File: config.mk
export PLATFORM = sky130hd
export DESIGN_NAME = rsc_top
export DESIGN_NICKNAME = d
export VERILOG_FILES = /design/src/include/rsc_pkg.sv /design/src/include/rsc_cause_if.sv /design/src/core/rsc_top.sv /design/src/core/rsc_cause_capture.sv
export SDC_FILE = /design/constraint.sdc
export NUM_CORES = 1
export LEC_CHECK = 0
export BUFFER_PORTS_ARGS = -buffer_cell sky130_fd_sc_hd__buf_2
export CELL_PAD_IN_SITES_DETAIL_PLACEMENT = 1
export CELL_PAD_IN_SITES_GLOBAL_PLACEMENT = 1
export CORE_MARGIN = 2
export CORE_UTILIZATION = 32
export CTS_CLUSTER_SIZE = 28
export DETAILED_ROUTE_END_ITERATION = 8
export MAX_ROUTING_LAYER = met4
export PLACE_DENSITY = 0.87
export SLEW_MARGIN = 5
export SYNTH_ARGS = -nofsm -noshare
export SYNTH_HDL_FRONTEND = slang
export SYNTH_SLANG_ARGS = --single-unit
File: constraint.sdc
create_clock -name clk -period 3.25 [get_ports clk]
set_input_delay 0.1625 -clock clk [delete_from_list [all_inputs] [get_ports clk]]
set_output_delay 0.1625 -clock clk [all_outputs]
set_load 0.01 [all_outputs]
File: src/include/rsc_pkg.sv
// Constants and types for the reset cause and watchdog service block
//
// Overview of operation
// An 8-bit read-only cause register holds one flag per reset source, refreshed at reset entry.
// A reset forced through the debug force-reset bit leaves every cause flag cleared.
// With the watchdog enabled, a cause-register write of any value but the two service values resets at once.
// Writing the first then the second service value restarts the watchdog and leaves the flags alone.
// Power-on reset sets the power-on flag in bit 7 and the undervoltage flag, and clears the rest.
// Any other reset sets each pin, watchdog, opcode and address flag whose source is active at entry.
// The external line flag in bit 6 marks a reset from a low level on the external reset pin.
// The watchdog flag in bit 5 marks a timeout reset, and no timeout reset occurs while disabled.
// The opcode flag in bit 4 marks an illegal opcode, counting halt or background entry when disabled.
// The address flag in bit 3 marks a reset after access to an unimplemented address.
// Low-voltage reset keeps the power-on flag, sets bit 1, clears the others, and bit 0 reads zero.
package rsc_pkg;
	localparam int          ADDR_W     = 12;
	localparam logic [11:0] OFS_CAUSE  = 12'h000;
	localparam logic [11:0] OFS_CTRL   = 12'h004;
	localparam logic [11:0] OFS_DBG    = 12'h008;

	localparam int          BIT_POR    = 7;
	localparam int          BIT_PIN    = 6;
	localparam int          BIT_WDOG   = 5;
	localparam int          BIT_OPC    = 4;
	localparam int          BIT_ADR    = 3;
	localparam int          BIT_LOC    = 2;
	localparam int          BIT_LVD    = 1;
	localparam int          BIT_ZERO   = 0;
	localparam logic [7:0]  FLAGS_POR  = 8'h82;
	localparam logic [7:0]  FLAGS_NONE = 8'h00;

	localparam logic [7:0]  SVC_FIRST  = 8'h55;
	localparam logic [7:0]  SVC_SECOND = 8'hAA;

	localparam int          CTRL_WDOG_EN = 0;
	localparam int          CTRL_HALT_EN = 1;
	localparam int          CTRL_BACKGROUND_ENTRY_INSTRUCTION_EN = 2;
	localparam logic [2:0]  CTRL_RESET   = 3'h1;
	localparam int          DBG_FORCE    = 0;

	localparam int          NLVL     = 4;
	localparam int          LVL_POR  = 3;
	localparam int          LVL_LVD  = 2;
	localparam int          LVL_LOC  = 1;
	localparam int          LVL_PIN  = 0;

	localparam int          HOLD_W     = 8;
	localparam int          RESET_HOLD = 16;

	typedef enum logic {SVC_IDLE, SVC_ARMED} rsc_svc_t;
	typedef enum logic [1:0] {SEL_NONE, SEL_CAUSE, SEL_CTRL, SEL_DBG} rsc_sel_t;
endpackage : rsc_pkg

File: src/include/rsc_cause_if.sv
// Interface carrying reset sources and cause flags between controller and capture
`timescale 1ns/1ps
interface rsc_cause_if;
	logic       entry;
	logic       srcPor;
	logic       srcLvd;
	logic       srcDbg;
	logic       srcPin;
	logic       srcWdog;
	logic       srcOpc;
	logic       srcAdr;
	logic       srcLoc;
	logic [7:0] flags;

	modport ctrl (output entry, srcPor, srcLvd, srcDbg, srcPin, srcWdog, srcOpc, srcAdr,
		srcLoc, input flags);
	modport cap (input entry, srcPor, srcLvd, srcDbg, srcPin, srcWdog, srcOpc, srcAdr,
		srcLoc, output flags);
endinterface : rsc_cause_if

File: src/core/rsc_top.sv
// Reset cause register, watchdog service decoder and reset request with APB slave
`timescale 1ns/1ps
module rsc_top #(
	parameter int RESET_HOLD_CYCLES = rsc_pkg::RESET_HOLD
) (
	input  wire logic                       clk,
	input  wire logic                       srst,
	input  wire logic                       psel,
	input  wire logic                       penable,
	input  wire logic                       pwrite,
	input  wire logic [rsc_pkg::ADDR_W-1:0] paddr,
	input  wire logic [31:0]                pwdata,
	input  wire logic [3:0]                 pstrb,
	output logic      [31:0]                prdata,
	output logic                            pready,
	output logic                            pslverr,
	input  wire logic                       powerOnDetect,
	input  wire logic                       lowVoltDetect,
	input  wire logic                       referenceLost,
	input  wire logic                       extResetN,
	input  wire logic                       wdTimeout,
	input  wire logic                       illegalOpcode,
	input  wire logic                       haltInstr,
	input  wire logic                       bgndInstr,
	input  wire logic                       illegalAddress,
	output logic                            mcuResetReq,
	output logic                            wdRestart
);
	localparam logic [rsc_pkg::HOLD_W-1:0] HOLD = rsc_pkg::HOLD_W'(RESET_HOLD_CYCLES);

	rsc_cause_if cif ();

	rsc_cause_capture u_capture (
		.clk  (clk),
		.srst (srst),
		.cif  (cif.cap)
	);

	function automatic rsc_pkg::rsc_sel_t rscDecode(input logic [rsc_pkg::ADDR_W-1:0] a);
		case (a)
			rsc_pkg::OFS_CAUSE: rscDecode = rsc_pkg::SEL_CAUSE;
			rsc_pkg::OFS_CTRL:  rscDecode = rsc_pkg::SEL_CTRL;
			rsc_pkg::OFS_DBG:   rscDecode = rsc_pkg::SEL_DBG;
			default:            rscDecode = rsc_pkg::SEL_NONE;
		endcase
	endfunction : rscDecode

	// Level sources from pins and analog detectors
	logic [rsc_pkg::NLVL-1:0] lvlRaw;
	logic [rsc_pkg::NLVL-1:0] lvlSync;

	assign lvlRaw = {powerOnDetect, lowVoltDetect, referenceLost, ~extResetN};

	genvar gi;
	generate
		for (gi = 0; gi < rsc_pkg::NLVL; gi++) begin : g_sync
			logic meta;
			logic sync;
			always_ff @(posedge clk) begin
				if (srst) begin
					meta <= 1'b0;
					sync <= 1'b0;
				end else begin
					meta <= lvlRaw[gi];
					sync <= meta;
				end
			end
			assign lvlSync[gi] = sync;
		end
	endgenerate

	// Bus decode
	rsc_pkg::rsc_sel_t sel;
	logic              setupPh;
	logic              accessPh;
	logic              wrDone;
	logic              cauWr;
	logic [7:0]        wrByte;
	logic [31:0]       readMux;

	assign sel      = rscDecode(paddr);
	assign setupPh  = psel && !penable;
	assign accessPh = psel && penable && pready;
	assign wrDone   = accessPh && pwrite && pstrb[0] && (sel != rsc_pkg::SEL_NONE);
	assign cauWr    = wrDone && (sel == rsc_pkg::SEL_CAUSE);
	assign wrByte   = pwdata[7:0];

	logic [2:0] ctrl;

	always_comb begin
		case (sel)
			rsc_pkg::SEL_CAUSE: readMux = {24'h00_0000, cif.flags};
			rsc_pkg::SEL_CTRL:  readMux = {29'h0000_0000, ctrl};
			default:            readMux = 32'h0000_0000;
		endcase
	end

	always_ff @(posedge clk) begin
		if (srst) begin
			pready  <= 1'b0;
			pslverr <= 1'b0;
			prdata  <= 32'h0000_0000;
		end else begin
			pready  <= setupPh;
			pslverr <= setupPh && (sel == rsc_pkg::SEL_NONE);
			if (setupPh && !pwrite) begin
				prdata <= readMux;
			end
		end
	end

	always_ff @(posedge clk) begin
		if (srst) begin
			ctrl <= rsc_pkg::CTRL_RESET;
		end else if (wrDone && (sel == rsc_pkg::SEL_CTRL)) begin
			ctrl <= wrByte[2:0];
		end
	end

	// Watchdog service sequence
	logic              isFirst;
	logic              isSecond;
	logic              badSvc;
	logic              dbgPulse;
	rsc_pkg::rsc_svc_t svcState;

	assign isFirst  = wrByte == rsc_pkg::SVC_FIRST;
	assign isSecond = wrByte == rsc_pkg::SVC_SECOND;
	assign badSvc   = cauWr && ctrl[rsc_pkg::CTRL_WDOG_EN] && !isFirst && !isSecond;
	assign dbgPulse = wrDone && (sel == rsc_pkg::SEL_DBG) && wrByte[rsc_pkg::DBG_FORCE];

	always_ff @(posedge clk) begin
		if (srst) begin
			svcState <= rsc_pkg::SVC_IDLE;
		end else if (cif.entry) begin
			svcState <= rsc_pkg::SVC_IDLE;
		end else if (cauWr) begin
			case (svcState)
				rsc_pkg::SVC_IDLE: begin
					if (isFirst) begin
						svcState <= rsc_pkg::SVC_ARMED;
					end
				end
				rsc_pkg::SVC_ARMED: begin
					svcState <= isFirst ? rsc_pkg::SVC_ARMED : rsc_pkg::SVC_IDLE;
				end
				default: svcState <= rsc_pkg::SVC_IDLE;
			endcase
		end
	end

	always_ff @(posedge clk) begin
		if (srst) begin
			wdRestart <= 1'b0;
		end else begin
			wdRestart <= cauWr && isSecond && (svcState == rsc_pkg::SVC_ARMED);
		end
	end

	// Reset sources and entry
	logic evWdog;
	logic evOpc;
	logic lvlActive;
	logic anySrc;

	assign evWdog    = (wdTimeout && ctrl[rsc_pkg::CTRL_WDOG_EN]) || badSvc;
	assign evOpc     = illegalOpcode
		|| (haltInstr && !ctrl[rsc_pkg::CTRL_HALT_EN])
		|| (bgndInstr && !ctrl[rsc_pkg::CTRL_BACKGROUND_ENTRY_INSTRUCTION_EN]);
	assign lvlActive = |lvlSync;
	assign anySrc    = lvlActive || evWdog || evOpc || illegalAddress || dbgPulse;

	assign cif.srcPor  = lvlSync[rsc_pkg::LVL_POR];
	assign cif.srcLvd  = lvlSync[rsc_pkg::LVL_LVD];
	assign cif.srcLoc  = lvlSync[rsc_pkg::LVL_LOC];
	assign cif.srcPin  = lvlSync[rsc_pkg::LVL_PIN];
	assign cif.srcWdog = evWdog;
	assign cif.srcOpc  = evOpc;
	assign cif.srcAdr  = illegalAddress;
	assign cif.srcDbg  = dbgPulse;
	assign cif.entry   = anySrc && !mcuResetReq;

	// Reset request: held a minimum time, then until level sources release
	logic [rsc_pkg::HOLD_W-1:0] holdCnt;

	always_ff @(posedge clk) begin
		if (srst) begin
			mcuResetReq <= 1'b0;
			holdCnt     <= '0;
		end else if (cif.entry) begin
			mcuResetReq <= 1'b1;
			holdCnt     <= HOLD;
		end else if (mcuResetReq) begin
			if (holdCnt != '0) begin
				holdCnt <= holdCnt - rsc_pkg::HOLD_W'(1);
			end else if (!lvlActive) begin
				mcuResetReq <= 1'b0;
			end
		end
	end

	// Cycles the reset request has stood since entry, saturating
	logic [rsc_pkg::HOLD_W-1:0] reqAge;

	always_ff @(posedge clk) begin
		if (srst) begin
			reqAge <= '0;
		end else if (cif.entry) begin
			reqAge <= '0;
		end else if (mcuResetReq && (reqAge != '1)) begin
			reqAge <= reqAge + rsc_pkg::HOLD_W'(1);
		end
	end
endmodule : rsc_top

File: src/core/rsc_cause_capture.sv
// Cause flag register loaded at reset entry
`timescale 1ns/1ps
module rsc_cause_capture (
	input wire logic  clk,
	input wire logic  srst,
	rsc_cause_if.cap  cif
);
	logic [7:0] flagReg;

	assign cif.flags = flagReg;

	always_ff @(posedge clk) begin
		if (srst) begin
			flagReg <= rsc_pkg::FLAGS_POR;
		end else if (cif.entry) begin
			if (cif.srcPor) begin
				flagReg <= rsc_pkg::FLAGS_POR;
			end else if (cif.srcLvd) begin
				flagReg                   <= rsc_pkg::FLAGS_NONE;
				flagReg[rsc_pkg::BIT_POR] <= flagReg[rsc_pkg::BIT_POR];
				flagReg[rsc_pkg::BIT_LVD] <= 1'b1;
			end else if (cif.srcDbg) begin
				flagReg <= rsc_pkg::FLAGS_NONE;
			end else begin
				flagReg                    <= rsc_pkg::FLAGS_NONE;
				flagReg[rsc_pkg::BIT_PIN]  <= cif.srcPin;
				flagReg[rsc_pkg::BIT_WDOG] <= cif.srcWdog;
				flagReg[rsc_pkg::BIT_OPC]  <= cif.srcOpc;
				flagReg[rsc_pkg::BIT_ADR]  <= cif.srcAdr;
				flagReg[rsc_pkg::BIT_LOC]  <= cif.srcLoc;
			end
		end
	end
endmodule : rsc_cause_capture

======== Yosys cells after proc, flatten, opt, wreduce, memory -nomap -nowiden ========
Cells that the tools add are included.
storage, ports and cells
  flip-flop bits (word level) ............. 64
  input port bits ......................... 62
  output and inout bits ................... 36
  logic and storage cells ................. 88
cells by class
  add/sub/neg operators ................... 1
  eq/ne operators ......................... 8
  multiplexer cells ....................... 13
  bitwise operators ....................... 1
  reduce and logical (&&, ||, !) cells .... 46
operator list
  operator             number
  $logic_and 1x1->1    21
  $mux 8               2
  $pmux 8 s2           1
  $mux 5               3
  $eq 12x3->1 const B  1
  $eq 12x4->1 const B  1
  $logic_not 12->1     1
  $eq 8x7->1 const B   1
  $eq 8x8->1 const B   1
  $reduce_bool 8->1    1
  $sub 8x1->8 const B  1
  $logic_not 1->1      7
  $logic_or 1x1->1     7
  $mux 7               1
  $pmux 2 s3           1
  $reduce_and 2->1     3
  $reduce_bool 2->1    3
  $mux 1               5
  $eq 2x2->1 const B   2
  $reduce_or 4->1      1
  $eq 2x1->1 const B   1
  $logic_not 2->1      1
  $ne 2x1->1 const B   1
  $reduce_or 2->1      1
  $not 1->1            1

======== Depth between registers and ports, before layout ========
  depth after elaboration ................. 17
  mapped depth ............................ 11
  gate-level depth less buffers ........... 10

======== Hierarchy ========
From an unflattened synthesis, not the netlist that was laid out.
second synthesis, totals
  cell total of the unflattened synthesis .. 222
  area, all modules ....................... 1971.9 um2
by module, submodules not included
  module             instances  cells each  area an instance (um2)  seq. area each (um2)
  rsc_top            1          194         1685.4                  640.6
  rsc_cause_capture  1          28          286.5                   140.1

======== Worst setup path before layout ========
OpenSTA, ideal clock, no wires.
  path kind ............................... input-to-reg
  start point ............................. in paddr[11] (netlist bit)
  end point ............................... reg u_capture.flagReg[2] (netlist: u_capture.cif.flags[2])
  library setup time ...................... 124 ps
  data arrival time ....................... 2264 ps
  required time ........................... 3126 ps
  setup slack ............................. 861 ps
  cell stages on the path ................. 11
  buffers on the path ..................... 1
  cell sequence ........................... nor4_1 > nand3_1 > nor2_1 > inv_1 > ha_1 > and4b_1 > nand4_1 > nor3_1 > o21a_1 > buf_2 > o32ai_1
between the ends
  longest elaborated chain between the ends .. 14
  elaborated cells between the ends (all ways) .. 23
  classes of those cells .................. eq/ne (4); mux (4); reduce/logical (15)
RTL lines
  what                                       RTL line                 text
  from (decl)                                rsc_top.sv:11            input wire logic [rsc_pkg::ADDR_W-1:0] paddr,
  $eq 12x4->1, or another cell as far along  rsc_top.sv:40            case (a)
  $pmux 2 s3 (*)                             rsc_top.sv:40
  $reduce_bool 2->1                          rsc_top.sv:84            assign wrDone = accessPh && pwrite && pstrb[0] && (sel != rsc_pkg::SEL_NONE);
  $logic_and 1x1->1                          rsc_top.sv:84
  $logic_and 1x1->1                          rsc_top.sv:85            assign cauWr = wrDone && (sel == rsc_pkg::SEL_CAUSE);
  $logic_and 1x1->1 (3 in a row)             rsc_top.sv:129           assign badSvc = cauWr && ctrl[rsc_pkg::CTRL_WDOG_EN] && !isFirst && !isSecond;
  $logic_or 1x1->1                           rsc_top.sv:166           assign evWdog = (wdTimeout && ctrl[rsc_pkg::CTRL_WDOG_EN]) || badSvc;
  $logic_or 1x1->1 (4 in a row)              rsc_top.sv:171           assign anySrc = lvlActive || evWdog || evOpc || illegalAddress || dbgPulse;
  $logic_and 1x1->1                          rsc_top.sv:181           assign cif.entry = anySrc && !mcuResetReq;
  to (signal assigned)                       rsc_cause_capture.sv:14  flagReg <= rsc_pkg::FLAGS_POR;
  to (signal assigned)                       rsc_cause_capture.sv:17  flagReg <= rsc_pkg::FLAGS_POR;
  to (signal assigned)                       rsc_cause_capture.sv:19  flagReg <= rsc_pkg::FLAGS_NONE;
  to (decl)                                  rsc_cause_capture.sv:8   logic [7:0] flagReg;
Every way passes the cells marked *; elsewhere a longest branch is shown, timed or not. The select of a mux whose other input is x is not followed.
A chain may end at the register's enable or synchronous reset.

======== Worst setup path in the final report ========
  start point ............................. in paddr[7] (netlist bit)
  end point ............................... reg svcState
between the ends
  longest elaborated chain between the ends .. 15
  elaborated cells between the ends (all ways) .. 21
  classes of those cells .................. eq/ne (4); mux (1); reduce/logical (16)
RTL lines
  what                                       RTL line        text
  $eq 12x4->1, or another cell as far along  rsc_top.sv:40
  $pmux 2 s3 (*)                             rsc_top.sv:40
  $reduce_bool 2->1                          rsc_top.sv:84
  $logic_and 1x1->1                          rsc_top.sv:84
  $logic_and 1x1->1                          rsc_top.sv:85
  $logic_and 1x1->1 (3 in a row)             rsc_top.sv:129
  $logic_or 1x1->1                           rsc_top.sv:166
  $logic_or 1x1->1 (4 in a row)              rsc_top.sv:171
  $logic_and 1x1->1                          rsc_top.sv:181
  $reduce_or 2->1 (no line)                  n/a
  to (signal assigned)                       rsc_top.sv:141  svcState <= rsc_pkg::SVC_ARMED;
  to (signal assigned)                       rsc_top.sv:145  svcState <= isFirst ? rsc_pkg::SVC_ARMED : rsc_pkg::SVC_IDLE;
  to (signal assigned)                       rsc_top.sv:147  default: svcState <= rsc_pkg::SVC_IDLE;
  to (decl)                                  rsc_top.sv:125  rsc_pkg::rsc_svc_t svcState;
Every way passes the cells marked *; elsewhere a longest branch is shown, timed or not.

==> summary.txt <==
STA
  – Slew @ Worst Pin: 0.691 ns
  – Fin crit share: 0.855
  – Final slew viol count: 0
  – RSZ-0062 raised after global routing: false
  – Min cycle time layout: 2.78 ns
  – Final count of hold timing violations: 0
  – Slew headroom: 0.539
  – Final setup vio count: 0
  – Setup_tns: 0 ns
  – Fmax: 360 MHz
  – Clock Skew: 0.00755 ns

Floorplan
  – Initial Util: 0.326
  – Full die area: 6600 um2
  – Cell Rows: 28
  – Die Wd: 81.2 um
  – Core footprint: 5850 um2
  – IO Pins: 98
  – Die height: 81.2 um

CTS
  – CTS sink cnt: 39
  – Cts hold-fix bufs: 0
  – CTS tree: yes
  – Post-CTS sizing: 0
  – CTS Buffer Depth: 2
  – Cts bufs inserted: 5
  – H-tree depth: 2
  – Worst-Skew Late Latency: 0.29 ns
  – Clock Tree Root: clkbuf_8
  – CTS clock-pin slew for the worst setup and hold paths: 0.07 ns
  – Post-CTS Setup Inserts: 0

Placement
  – Gpl congestion: 0.783
  – Post-DP Area: 2110 um2
  – Final HPWL from detailed placement: 3.41 mm
  – IO buf count: 46

Setup path
  – WP data arrival: 2.92 ns
  – Critical path's top delay family: simple AND/OR/NAND/NOR gates
  – Critical Path Sink Type: flip-flop
  – Critical path buffer and inverter count: 3
  – Depth of the worst register-to-register path: 6
  – WS Path Type: input pin to flip-flop
  – Worst r2r src: pready$_SDFF_PP0_
  – CP Launch Point: paddr[7]
  – Slowest CP cell: nor4_1
  – Largest stage delay, worst path: 0.41 ns
  – CP Depth: 12
  – Max FO, Critical Path: 8
  – Crit-path cells: buf_2 > nor4_1 > nand3_1 > nor2_1 > inv_1 > ha_1 > and4b_1 > nand4_1 > nor3_1 > o21a_1 > buf_4 > nor3_1
  – Worst setup SP type: input pin
  – R2R Setup Slk: 1.22 ns
  – Crit path top cell by count: nor3_1
  – Critical Path RT: 3.39 ns

Run
  – Max Cap Viol: 0

Final layout
  – Ant. Diodes: 0
  – Design area: 2220 um2
  – Area growth syn-to-layout: 16.6%
  – Layout cells sized above 1: 0.219
  – Final nets: 331

Global routing
  – Largest net degree at the start of global routing: 40
  – Initial antenna violation count: 0
  – GRT Overall Usage: 0.148
  – GRT overflow: 0
  – First-pass GRT wire length: 7.49 mm
  – Vias in the first global route: 1680

Worst hold path
  – Hold path cells: 2
  – Hold/Removal Path Class: input pin to flip-flop
  – Hold path startpoint: extResetN

Drt
  – Router iterations before antenna repair: 4
  – DRC errors left: 0
  – Routed Antenna Nets: 0
  – Drt wl/cell: 12.9 um
  – DR iter-0 viols: 64
  – Vias per std cell: 4.79
  – Drt total wl: 4.38 mm
  – Vias: 1630

Logic synthesis
  – Count of cell types in the netlist: 43
  – Top-area cell type share of the netlist area: 0.409
  – Dominant synthesized flop cell: dfxtp_1
  – Synth async-reset ratio: 0
  – Post-synth EDFFs: 0
  – Synth area leaders: dfxtp_1 (41%), buf_4 (9.4%), nor3_1 (3.7%), nor2_1 (3.3%), ha_1 (3.3%)
  – YS warnings: 0
  – Count leader, synth: dfxtp_1
  – Average cell area after synthesis: 8.71 um2
  – Synthesized instance count: 219
  – Most frequent cells after synthesis: dfxtp_1 (39), buf_4 (24), nor2_1 (17), nor3_1 (14), inv_1 (13)
  – Register area share after synthesis: 0.409
  – Synthesized area: 1910 um2
  – Area leader, netlist: dfxtp_1
  – Seq cells post-synth: 39

Status
  – Status: completed

Power
  – Pwr Density: 474 nW/um2
  – Total power: 1.05 mW
  – Leakage: 0.976 nW
  – Peak supply drop: 0.172 mV
## sequential cells by signal, indices dropped and copies added (netlist names), 3 cells and up
register	count
prdata	8
g_sync.meta	4
ctrl	3
u_capture.cif.flags	7
holdCnt	8
## worst reg2reg max path, stage by stage, from the launching register on
cell and delay [ns]:
dfxtp_1 0.33, and4b_1 0.27, nand4_1 0.23, nor3_1 0.41, o21a_1 0.36, buf_4 0.23
nor3_1 0.06
## worst paths after layout
path / to
min reg2reg: cif.srcLvd$_SDFF_PP0_
max: svcState$_SDFFE_PP0N_
min: g_sync[0].meta$_SDFF_PP0_
max reg2reg: svcState$_SDFFE_PP0N_
## cell usage in the layout (no fill, tap or decap), types with 5 or more instances in the layout
master	count
buf_2	46
dfxtp_1	39
conb_1	24
nor2_1	17
nor3_1	14
inv_1	13
nand2_1	11
nand3_1	10
a21oi_1	10
nor2b_1	9
xor2_1	6
clkbuf_8	6
nand2b_1	5
o21ai_0	5
o32ai_1	5
ha_1	5
## metal layers
metal,track usage,vias up,part of all wire
met5,-,-,0
met4,0.0458,0,0.016
met3,0.0333,10,0.050
met2,0.264,48,0.53
met1,0.162,776,0.40
li1,-,796,-
## where the power goes
group | switching (mW) | internal (mW) | total (mW)
Sequential | 0.0136 | 0.496 | 0.510
Combinational | 0.0775 | 0.0528 | 0.130
Clock | 0.165 | 0.248 | 0.414
Total | 0.257 | 0.798 | 1.05
## metrics by stage
step	worst slack, ns	utilization	hold WS [ns]	cells
after floorplan	0.861	-	0.229	242
after global placement	0.379	0.360	0.319	332
after detailed placement	0.199	0.360	0.317	332
after CTS	0.474	0.380	0.00997	340
after global routing	0.157	0.380	0.0119	340
final	0.471	0.380	0.0188	340
## logic make-up after synthesis
logic type,after synthesis,synth area share
and+or+nand+nor,88,0.257
buffers and inverters,45,0.140
muxes,3,0.0157
xor gates and xnor gates,8,0.0367
DFF,39,0.409
other,1,0.00197
AOI/OAI and AO/OA,30,0.106
adders and majority gates,5,0.0328
## cell type report
class,instances,area (um2)
Timing Repair Buffer,47,238
Inverter,13,48.8
Sequential cell,39,781
Tap cell,75,93.8
Clock inverter,2,35.0
Multi-Input combinational cell,158,946
Clock buffer,6,82.6
Fill cell,719,3630
No activity file was read; power rests on OpenSTA's default activity.
